### src/logic/tcz_pkg.sv
// constants shared by the timer/counter zero/one block
package tcz_pkg;
  // ****************************************
  // special-function addresses, reset values and unmapped read data
  // ****************************************
  localparam logic [7:0] ADDR_MODE = 8'h89;
  localparam logic [7:0] ADDR_T0_LOW = 8'h8A;
  localparam logic [7:0] ADDR_T1_LOW = 8'h8B;
  localparam logic [7:0] ADDR_T0_HIGH = 8'h8C;
  localparam logic [7:0] ADDR_T1_HIGH = 8'h8D;
  localparam logic [7:0] MODE_RESET = 8'h00;
  localparam logic [7:0] COUNT_RESET = 8'h00;
  localparam logic [7:0] UNMAPPED_READ = 8'h00;
  // ****************************************
  // mode register fields
  // ****************************************
  localparam int T1_GATE_BIT = 7;
  localparam int T1_SEL_BIT = 6;
  localparam int T1_MODE_LSB = 4;
  localparam int T0_GATE_BIT = 3;
  localparam int T0_SEL_BIT = 2;
  localparam int T0_MODE_LSB = 0;
  // ****************************************
  // machine cycle timing in core clocks, count limits and mode codes
  // ****************************************
  localparam int MC_CLKS = 12;
  localparam int PHASE_W = 4;
  localparam logic [3:0] SAMPLE_PHASE = 4'h9;
  localparam logic [3:0] UPDATE_PHASE = 4'h4;
  localparam logic [4:0] PRESCALE_TOP = 5'h1F;
  localparam logic [7:0] BYTE_TOP = 8'hFF;
  typedef enum logic [1:0] {
    MODE_PRESCALE13 = 2'b00,
    MODE_CASCADE16 = 2'b01,
    MODE_RELOAD8 = 2'b10,
    MODE_SPLIT = 2'b11
  } tcz_mode_t;
endpackage

### src/logic/tcz_edge_sampler.sv
// count-pin sampler: falling-edge detection once per machine cycle
`timescale 1ns/10ps
`default_nettype none
module tcz_edge_sampler (
  input wire logic i_clk,    // core clock
  input wire logic i_rst_n,  // async reset, active low
  input wire logic i_sample, // sample-phase strobe
  input wire logic i_update, // update-phase strobe
  input wire logic i_pin,    // external count pin
  input wire logic i_ext,    // 1: count pin, 0: machine cycles
  input wire logic i_en,     // run and gate condition
  output logic o_inc         // increment now
);
  logic cur_reg;
  logic fall_reg;
  wire fall_next = cur_reg & ~i_pin;
  // sample once per machine cycle; a fall needs high then low samples
  always_ff @(posedge i_clk or negedge i_rst_n) begin
    if (!i_rst_n) begin
      cur_reg <= 1'b0;
      fall_reg <= 1'b0;
    end else if (i_sample) begin
      cur_reg <= i_pin;
      fall_reg <= fall_next;
    end
  end
  // the detected fall shows at the next update phase, so two cycles per count
  assign o_inc = i_update & i_en & (i_ext ? fall_reg : 1'b1);
endmodule
`default_nettype wire

### src/logic/tcz_timer_pair.sv
// timer/counter zero and one: mode register, count bytes, counting logic
`timescale 1ns/10ps
`default_nettype none
module tcz_timer_pair #(
  parameter int CYC_LEN = tcz_pkg::MC_CLKS // core clocks per machine cycle
) (
  input wire logic i_clk,                // core clock, 25 MHz
  input wire logic i_rst_n,              // async reset, active low
  input wire logic [7:0] i_sfr_addr,     // special-function address
  input wire logic i_sfr_we,             // byte write strobe
  input wire logic [7:0] i_sfr_wdata,    // write data
  input wire logic i_sfr_re,             // read strobe
  input wire logic i_timer_zero_run_bit, // timer zero run
  input wire logic i_timer_one_run_bit,  // timer one run
  input wire logic i_gate_pin_zero,      // external gate for timer zero
  input wire logic i_gate_pin_one,       // external gate for timer one
  input wire logic i_count_pin_zero,     // external count input zero
  input wire logic i_count_pin_one,      // external count input one
  output logic [7:0] o_sfr_rdata,        // read data, one cycle after strobe
  output logic o_ovf_zero,               // timer zero overflow pulse
  output logic o_ovf_one                 // timer one (or split high byte) overflow pulse
);
  // ****************************************
  // elaboration checks
  // ****************************************
  if (CYC_LEN < 2 || CYC_LEN > 16 || CYC_LEN <= int'(tcz_pkg::SAMPLE_PHASE)) begin : g_bad_len
    $error("machine cycle length not supported");
  end

  // ****************************************
  // machine cycle phase divider
  // ****************************************
  localparam logic [3:0] LAST_PHASE = 4'(CYC_LEN - 1);
  logic [tcz_pkg::PHASE_W-1:0] phase_reg;
  wire sample_en = (phase_reg == tcz_pkg::SAMPLE_PHASE);
  wire update_en = (phase_reg == tcz_pkg::UPDATE_PHASE);
  always_ff @(posedge i_clk or negedge i_rst_n) begin
    if (!i_rst_n) begin
      phase_reg <= 4'h0;
    end else if (phase_reg == LAST_PHASE) begin
      phase_reg <= 4'h0;
    end else begin
      phase_reg <= phase_reg + 4'h1;
    end
  end

  // ****************************************
  // registers and decode
  // ****************************************
  logic [7:0] mode_reg;
  logic [7:0] tl0_reg;
  logic [7:0] th0_reg;
  logic [7:0] tl1_reg;
  logic [7:0] th1_reg;

  function automatic logic wr_at(input logic we, input logic [7:0] a, input logic [7:0] t);
    wr_at = we && (a == t);
  endfunction

  wire wr_mode = wr_at(i_sfr_we, i_sfr_addr, tcz_pkg::ADDR_MODE);
  wire wr_tl0 = wr_at(i_sfr_we, i_sfr_addr, tcz_pkg::ADDR_T0_LOW);
  wire wr_th0 = wr_at(i_sfr_we, i_sfr_addr, tcz_pkg::ADDR_T0_HIGH);
  wire wr_tl1 = wr_at(i_sfr_we, i_sfr_addr, tcz_pkg::ADDR_T1_LOW);
  wire wr_th1 = wr_at(i_sfr_we, i_sfr_addr, tcz_pkg::ADDR_T1_HIGH);

  // each nibble has the same layout; timer zero uses the low one
  wire gate0 = mode_reg[tcz_pkg::T0_GATE_BIT];
  wire sel0 = mode_reg[tcz_pkg::T0_SEL_BIT];
  wire [1:0] mode0 = mode_reg[tcz_pkg::T0_MODE_LSB +: 2];
  wire gate1 = mode_reg[tcz_pkg::T1_GATE_BIT];
  wire sel1 = mode_reg[tcz_pkg::T1_SEL_BIT];
  wire [1:0] mode1 = mode_reg[tcz_pkg::T1_MODE_LSB +: 2];

  wire en0 = i_timer_zero_run_bit & (~gate0 | i_gate_pin_zero);
  wire en1 = i_timer_one_run_bit & (~gate1 | i_gate_pin_one);

  // ****************************************
  // count sources
  // ****************************************
  logic [1:0] inc;
  wire [1:0] pins = {i_count_pin_one, i_count_pin_zero};
  wire [1:0] sels = {sel1, sel0};
  wire [1:0] ens = {en1, en0};
  for (genvar g = 0; g < 2; g++) begin : g_src
    tcz_edge_sampler u_src (
      .i_clk(i_clk),
      .i_rst_n(i_rst_n),
      .i_sample(sample_en),
      .i_update(update_en),
      .i_pin(pins[g]),
      .i_ext(sels[g]),
      .i_en(ens[g]),
      .o_inc(inc[g])
    );
  end

  // ****************************************
  // counting step per mode
  // ****************************************
  // returns {overflow, high, low}; the split mode is handled by the caller
  function automatic logic [16:0] tcz_step(input logic [1:0] m, input logic [7:0] th,
                                          input logic [7:0] tl);
    logic roll;
    logic [4:0] lo5;
    roll = (tl[4:0] == tcz_pkg::PRESCALE_TOP);
    lo5 = tl[4:0] + 5'h01;
    unique case (tcz_pkg::tcz_mode_t'(m))
      tcz_pkg::MODE_PRESCALE13: begin
        // upper three low-byte bits are left alone in this mode
        tcz_step = {roll & (th == tcz_pkg::BYTE_TOP),
                    roll ? th + 8'h01 : th, tl[7:5], lo5};
      end
      tcz_pkg::MODE_CASCADE16: begin
        tcz_step = {1'b0, th, tl} + 17'h00001;
      end
      tcz_pkg::MODE_RELOAD8: begin
        tcz_step = (tl == tcz_pkg::BYTE_TOP) ? {1'b1, th, th} : {1'b0, th, tl + 8'h01};
      end
      tcz_pkg::MODE_SPLIT: begin
        tcz_step = {1'b0, th, tl};
      end
    endcase
  endfunction

  wire split0 = (mode0 == 2'b11);
  wire [16:0] step0 = tcz_step(mode0, th0_reg, tl0_reg);
  wire [16:0] step1 = tcz_step(mode1, th1_reg, tl1_reg);
  wire [8:0] split_lo = {1'b0, tl0_reg} + 9'h001;
  wire [8:0] split_hi = {1'b0, th0_reg} + 9'h001;
  wire split_hi_inc = split0 & update_en & i_timer_one_run_bit;

  wire [7:0] tl0_next = wr_tl0 ? i_sfr_wdata :
                        !inc[0] ? tl0_reg :
                        split0 ? split_lo[7:0] : step0[7:0];
  wire [7:0] th0_next = wr_th0 ? i_sfr_wdata :
                        split0 ? (split_hi_inc ? split_hi[7:0] : th0_reg) :
                        inc[0] ? step0[15:8] : th0_reg;
  wire [7:0] tl1_next = wr_tl1 ? i_sfr_wdata : inc[1] ? step1[7:0] : tl1_reg;
  wire [7:0] th1_next = wr_th1 ? i_sfr_wdata : inc[1] ? step1[15:8] : th1_reg;
  wire ovf0_next = inc[0] & (split0 ? split_lo[8] : step0[16]);
  wire ovf1_next = (inc[1] & step1[16]) | (split_hi_inc & split_hi[8]);

  // ****************************************
  // read path
  // ****************************************
  wire [7:0] rd_sel = (i_sfr_addr == tcz_pkg::ADDR_MODE) ? mode_reg :
                      (i_sfr_addr == tcz_pkg::ADDR_T0_LOW) ? tl0_reg :
                      (i_sfr_addr == tcz_pkg::ADDR_T0_HIGH) ? th0_reg :
                      (i_sfr_addr == tcz_pkg::ADDR_T1_LOW) ? tl1_reg :
                      (i_sfr_addr == tcz_pkg::ADDR_T1_HIGH) ? th1_reg :
                      tcz_pkg::UNMAPPED_READ;

  // software writes win over a count in the same cycle
  always_ff @(posedge i_clk or negedge i_rst_n) begin
    if (!i_rst_n) begin
      mode_reg <= tcz_pkg::MODE_RESET;
      tl0_reg <= tcz_pkg::COUNT_RESET;
      th0_reg <= tcz_pkg::COUNT_RESET;
      tl1_reg <= tcz_pkg::COUNT_RESET;
      th1_reg <= tcz_pkg::COUNT_RESET;
      o_sfr_rdata <= tcz_pkg::UNMAPPED_READ;
      o_ovf_zero <= 1'b0;
      o_ovf_one <= 1'b0;
    end else begin
      if (wr_mode) begin
        mode_reg <= i_sfr_wdata;
      end
      if (i_sfr_re) begin
        o_sfr_rdata <= rd_sel;
      end
      tl0_reg <= tl0_next;
      th0_reg <= th0_next;
      tl1_reg <= tl1_next;
      th1_reg <= th1_next;
      o_ovf_zero <= ovf0_next;
      o_ovf_one <= ovf1_next;
    end
  end
endmodule
`default_nettype wire

### config.mk
export PLATFORM = sky130hd
export DESIGN_NAME = tcz_timer_pair
export DESIGN_NICKNAME = d
export VERILOG_FILES = /design/src/logic/tcz_pkg.sv /design/src/logic/tcz_edge_sampler.sv /design/src/logic/tcz_timer_pair.sv
export SDC_FILE = /design/constraint.sdc
export NUM_CORES = 1
export LEC_CHECK = 0
export BUFFER_PORTS_ARGS = -buffer_cell sky130_fd_sc_hd__buf_2
export CAP_MARGIN = 20
export CORE_MARGIN = 1
export CORE_UTILIZATION = 31
export CTS_BUF_LIST = sky130_fd_sc_hd__clkbuf_8 sky130_fd_sc_hd__clkbuf_16
export CTS_CLUSTER_SIZE = 14
export DETAILED_ROUTE_END_ITERATION = 10
export GPL_ROUTABILITY_DRIVEN = 0
export MAX_ROUTING_LAYER = met4
export PLACE_DENSITY = 0.44
export SETUP_SLACK_MARGIN = 0.15
export SLEW_MARGIN = 25
export SYNTH_ARGS = -nofsm -noshare
export SYNTH_HDL_FRONTEND = slang
export SYNTH_SLANG_ARGS = --single-unit
### constraint.sdc
create_clock -name i_clk -period 7.37 [get_ports i_clk]
set_input_delay 0.737 -clock i_clk [delete_from_list [all_inputs] [get_ports i_clk]]
set_output_delay 0.737 -clock i_clk [all_outputs]
set_load 0.03 [all_outputs]
==> qor.yml, run 1 <==
status:
  status: "finished clean"
logic_synthesis:
  syn_nets: 518
  syn_inst: 479
  mappedNetlistArea_sq_um: 4050
  synth_edf_count: 0
  synth-seq-cells: 58
  yosys_warnings: 0
  synthDistinctLibCells: 64
  ys_seq_area_share_pct: 35.9
  postSynth.asyncResetShare_pct: 100
  postSynthAreaPerCell_sq_um: 8.45
  synth_ff_type: "dfrtp_1"
global_routing:
  antenna_found_initial: 0
  grt_max_degree: 59
  grt.overflow.total: 0
  grt_pass1_vias: 3642
  grt_use_total_pct: 22.3
  grt_pass1_wl_mm: 21.3
min_path:
  hold_path_class: "flop to flop"
  hold_path_depth: 2
die:
  die_area_sq_um: 13500
  std_cell_rows: 41
  start_util_pct: 31.9
  die_w_um: 116
  die_h_um: 116
  core_area_sq_um: 12700
  io_pins: 36
clock_tree:
  cts.hold.buffers_added: 0
  htree_levels: 3
  cts_made_buffers: 9
  clkSinkCount: 58
  cts_setup_buffers: 0
  cts_resized: 0
  insertion_delay_ps: 340
  path_clk_slew_ps: 60
  clockBufferDepth: 2
  cts_tree: "built"
  root_buffer: "clkbuf_16"
timing:
  slew_viol_final: 0
  rsz0062_at_grt: "no"
  hold_viol: 0
  skew_ps: 4.26
  relSlewSlack_pct: 34.7
  setup_violations: 0
  post-route-period-util_pct: 36.1
  tightest_slew_ps: 974
  min_period_ps: 2660
  fin_tns_setup_ps: 0
  whs_ps: 476
  fmax_ghz: 0.376
power:
  irDropWorstVdd_mv: 0.0960
  switching_share_pct: 31.5
  pwr-share-seq_pct: 40.3
  p_leak_nw: 1.87
  internal_power_mw: 0.709
  power_frac_comb_pct: 16.7
  p_sw_mw: 0.326
  p_clk_share_pct: 43.0
  power_density_nw_per_um2: 221
job:
  cap_violations: 0
critical_path:
  endpoint_kind: "flop"
  cp-start-kind: "flop"
  crit_required_ps: 7630
  path_max_fanout: 16
  reg2regPathDepth: 10
  critPathKind: "flop to flop"
  cp.arrival_ps: 2920
final_layout:
  nFillCells: 1301
  final_common_cell: "dfrtp_1"
  final_cell_mix: "dfrtp_1, nand2_1, o21ai_0, buf_2, nor2_1"
  area_growth_pct: 15.5
  final_design_area_no_fill_sq_um: 4680
  fin_nets: 543
  drive_gt1_share_pct: 15.1
  num_antenna_cells: 0
placement:
  placed_cell_area_sq_um: 4360
  numPortBuffers: 35
  hpwl_mm: 9.54
drt:
  avgViaCountPerCell: 5.82
  avgRoutedWirePerCell_um: 19.9
  drc: 0
  dr.pass1.iters: 5
  ant_nets: 0
  routed_wl_mm: 13.5
  drt_first_iter_violations: 333
  via_count: 3965
-- synth_stat cells (11+ instances only) --
library cell | n | area, sq um
nor3_1 | 13 | 65.1
nand3_1 | 15 | 75.1
a31oi_1 | 15 | 93.8
dfrtp_1 | 58 | 1450
clkbuf_1 | 14 | 52.6
a21oi_1 | 24 | 120
a221oi_1 | 15 | 131
nor2_1 | 33 | 124
nand2b_1 | 16 | 100
ha_1 | 13 | 163
and3_1 | 11 | 68.8
o22ai_1 | 11 | 68.8
o21ai_0 | 46 | 230
nand2_1 | 50 | 188
inv_1 | 18 | 67.6
-- final cells by class --
type	count	area [sq um]	share of cell area (%)
multi-input cells	377	2410	51.6
flip-flops and latches	58	1450	31.0
clock buffers	12	267	5.70
well taps	172	215	4.60
repair buffers	40	213	4.55
inverters	18	67.6	1.45
clock inverters	4	48.8	1.04
-- worst max-delay path, stage by stage (launching register included) --
cell and delay (ps):
dfrtp_1 480, ha_1 270, nand3_1 260, inv_1 120, ha_1 140, inv_1 50, a211oi_1 240, a31oi_1 110
buf_4 190, or4_1 540, a31oi_1 170
-- per-stage QoR --
stage	instances	utilization (%)	setup WS, ps	total power [mW]
floorplan	479	-	5010	0.522
global placement	665	34.4	4630	0.592
detailed placement	665	34.4	4580	0.592
CTS	681	36.9	4720	1.05
global route	681	36.9	4500	1.09
finish	681	36.9	4710	1.03
-- logic make-up (layout without fill, tap and decap cells) --
logic type | Yosys count | in the layout | synth area share, %
and+or+nand+nor | 191 | 191 | 26.1
muxes | 8 | 8 | 2.16
AOI/OAI and AO/OA | 156 | 156 | 25.4
DFF | 58 | 58 | 35.9
buffers and inverters | 44 | 74 | 4.51
adders and majority gates | 13 | 13 | 4.02
xor gates and xnor gates | 9 | 9 | 1.95
-- metal layers --
metal | track usage [%] | wire, um | vias to the layer above | share of wire [%]
met3 | 2.54 | 627 | 22 | 4.6
met1 | 32.0 | 6710 | 1927 | 50
met4 | 10.6 | 382 | 0 | 2.8
met2 | 30.7 | 5810 | 137 | 43
met5 | - | 0 | - | 0
li1 | - | - | 1879 | -
-- path summary, 6_finish.rpt --
check / from / end / slack, ps
min in group asynchronous: i_rst_n / th0_reg[4]$_DFFE_PN0P_ / 560
worst max-delay path: tl0_reg[0]$_DFFE_PN0P_ / th0_reg[5]$_DFFE_PN0P_ / 4710
worst min-delay path: g_src[0].u_src.fall_reg$_DFFE_PN0N_ / g_src[0].u_src.fall_reg$_DFFE_PN0N_ / 480
max in group asynchronous: i_rst_n / th1_reg[6]$_DFFE_PN0P_ / 6240
worst min register to register: g_src[0].u_src.fall_reg$_DFFE_PN0N_ / g_src[0].u_src.fall_reg$_DFFE_PN0N_ / 480
worst max register to register: tl0_reg[0]$_DFFE_PN0P_ / th0_reg[5]$_DFFE_PN0P_ / 4710
-- power by group through the flow --
| stage | Clock [mW] | Sequential [mW] | Combinational [mW] |
|---|---|---|---|
| 6_report | 0.445 | 0.417 | 0.173 |
| 5_1_grt | 0.472 | 0.424 | 0.194 |
| 4_1_cts | 0.457 | 0.416 | 0.172 |
| 3_5_place_dp | 0 | 0.421 | 0.171 |
| 3_3_place_gp | 0 | 0.423 | 0.169 |
| 2_1_floorplan | 0 | 0.387 | 0.135 |
(Power assumes the default switching activity.)
==> inputs of run 2 (changes only) <==
==> constraint.sdc (replaced) <==
create_clock -name i_clk -period 2.5 [get_ports i_clk]
set_input_delay 0.25 -clock i_clk [delete_from_list [all_inputs] [get_ports i_clk]]
set_output_delay 0.25 -clock i_clk [all_outputs]
set_load 0.03 [all_outputs]
==> run 2 against run 1 <==
Net effect: global-route usage increased by 0.55 points; clock power increased to 3.1 times the previous value; critical path depth decreased by 3; sequential share of layout area decreased by 1.5 points; first-iteration DRC count decreased by 17%; utilization increased by 1.9 points; sequential cell count unchanged; register-to-register slack got worse by 4500 ps; wire length increased by 3.2%; worst hold slack got worse by 330 ps; fmax increased by 18%; largest cell class unchanged; largest power group unchanged; highest routed layer unchanged.
==> qor.yml, run 2 (same netlist as run 1, synthesis figures left out) <==
status:
  status: "finished clean"
clock_tree:
  cts_made_buffers: 9  # unchanged
  clockBufferDepth: 2  # unchanged
  cts_tree: "built"
  path_clk_slew_ps: 60  # about the same
  insertion_delay_ps: 350  # about the same
  root_buffer: "clkbuf_16"
  clkSinkCount: 58  # unchanged
  htree_levels: 3  # unchanged
critical_path:
  crit_required_ps: 2710  # -4920 ps
  endpoint_kind: "flop"
  critPathSlowestCell: "dfrtp_1"
  r2r_slack_ps: 250  # -4460 ps
  cp-endpoint: "th1_reg[1]$_DFFE_PN0P_"
  path_max_fanout: 7  # -9
  reg2regPathDepth: 7  # -3
  r2r_start: "tl1_reg[1]$_DFFE_PN0P_"
  cp-start-kind: "flop"
  critPathKind: "flop to flop"
  crit_start: "tl1_reg[1]$_DFFE_PN0P_"
  crit_chain: "ha_1 > and3_1 > ha_1 > o21bai_1 > buf_4 > o41ai_1 > o41ai_1"
  r2r_end: "th1_reg[1]$_DFFE_PN0P_"
  slowest_delay_ps: 470  # -70 ps
  cp.arrival_ps: 2460  # -460 ps
drt:
  ant_nets: 0  # unchanged
  drt_first_iter_violations: 275  # -17%
  dr.pass1.iters: 6  # +1
  met1Wirelength_mm: 6.69  # -0.25%
  drc: 0  # unchanged
  avgRoutedWirePerCell_um: 19.7  # -0.62%
  avgViaCountPerCell: 5.74  # -1.4%
  wl_met2_mm: 5.98  # +3.0%
  via_count: 4059  # +2.4%
  dr_wl_met3_mm: 1.01  # +61%
  top_layer_used: "met4"
  routed_wl_mm: 14.0  # +3.2%
die:
  start_util_pct: 31.9  # unchanged
  core_area_sq_um: 12700  # unchanged
  die_w_um: 116  # unchanged
  std_cell_rows: 41  # unchanged
  die_h_um: 116  # unchanged
  io_pins: 36  # unchanged
  die_area_sq_um: 13500  # unchanged
min_path:
  hold_path_class: "primary input to flop"
timing:
  slew_viol_final: 0  # unchanged
  min_period_ps: 2250  # -413 ps
  whs_ps: 146  # -330 ps
  rsz0062_at_grt: "yes"
  fin_ws_ps: 253  # -4460 ps
  skew_ps: 9.92  # +5.65 ps
  setup_violations: 0  # unchanged
  fmax_ghz: 0.445  # +18%
  tightest_slew_ps: 597  # -377 ps
  hold_viol: 0  # unchanged
  relSlewSlack_pct: 60.1  # +25 points
  fin_tns_setup_ps: 0  # unchanged
  post-route-period-util_pct: 89.9  # +54 points
final_layout:
  area_growth_pct: 21.5
  stdcell_count: 707  # +3.8%
  num_antenna_cells: 0  # unchanged
  fin_nets: 569  # +4.8%
  drive_gt1_share_pct: 19.4  # +4.3 points
  final_common_cell: "dfrtp_1"
  final_cell_mix: "dfrtp_1, nand2_1, o21ai_0, buf_2, nor2_1"
global_routing:
  grt_pass1_wl_mm: 21.7  # +1.8%
  grt_pass1_vias: 3784  # +3.9%
  grt_max_degree: 59  # unchanged
  antenna_found_initial: 0  # unchanged
  grt.overflow.total: 0  # unchanged
  grt_use_total_pct: 22.8  # +0.55 points
power:
  p_leak_nw: 2.01  # +7.1%
  power_density_nw_per_um2: 647  # +190%
  irDropWorstVdd_mv: 0.380  # +300%
  finalPower_mw: 3.18  # +210%
placement:
  numPortBuffers: 35  # unchanged
  hpwl_mm: 9.92  # +4.0%
  dpl.cell_count: 689  # +3.6%
  post-place-ws_ps: 247  # -4330 ps
job:
  cap_violations: 0  # unchanged
-- run 2: layer usage --
| layer | GRT usage (%) | vias up |
|---|---|---|
| met5 | - | - |
| met1 | 31.6 | 1985 |
| met3 | 6.54 | 22 |
| met4 | 7.26 | 0 |
| met2 | 31.7 | 138 |
| li1 | - | 1914 |
-- run 2: worst min path at each step --
stage | from | to | slack, ps | cells past startpoint
after CTS | i_count_pin_zero | g_src[0].u_src.cur_reg$_DFFE_PN0N_ | 140 | 2
final | i_count_pin_one | g_src[1].u_src.cur_reg$_DFFE_PN0N_ | 150 | 2
after detailed placement | i_rst_n | th0_reg[2]$_DFFE_PN0P_ | 290 | 2
after floorplan | i_rst_n | g_src[0].u_src.cur_reg$_DFFE_PN0N_ | -50 | 0
after global placement | i_rst_n | th0_reg[4]$_DFFE_PN0P_ | 290 | 2
after global routing | i_count_pin_zero | g_src[0].u_src.cur_reg$_DFFE_PN0N_ | 140 | 2
-- run 2: stage by stage --
stage          cell area (sq um)  utilization (%)
2_1_floorplan               4050                -
3_3_place_gp                4560             36.0
3_5_place_dp                4560             36.0
4_1_cts                     4890             38.6
5_1_grt                     4920             38.8
6_report                    4920             38.8
-- run 2: critical path, delay by kind of cell, from the launching register on --
family | cells | cell delay (ps)
AO/OA/AOI/OAI | 3 | 780
adder cells (fa/ha/maj) | 2 | 460
buffers and inverters | 1 | 220
flip-flops | 1 | 470
AND/OR/NAND/NOR | 1 | 180
-- run 2: power by group --
group	switching [mW]	internal (mW)	leakage (nW)
logic	0.373	0.259	1.12
registers	0.151	1.03	0.727
clock network	0.474	0.892	0.160
total	0.999	2.18	2.01
-- run 2: what timing repair did --
action | in CTS | in global routing
endpoints found under the hold margin | 58 | 0
hold buffers | 1 | 0
gates resized for setup | 0 | 3
setup buffers | 0 | 1
endpoints found under the setup margin | 0 | 7
-- run 2: cell type report --
type | count | area (sq um)
Fill cell | 1315 | 7750
Multi-Input combinational cell | 377 | 2440
Sequential cell | 58 | 1450
Timing Repair Buffer | 66 | 423
Clock buffer | 10 | 239
Tap cell | 172 | 215
Clock inverter | 6 | 81.3
Inverter | 18 | 67.6
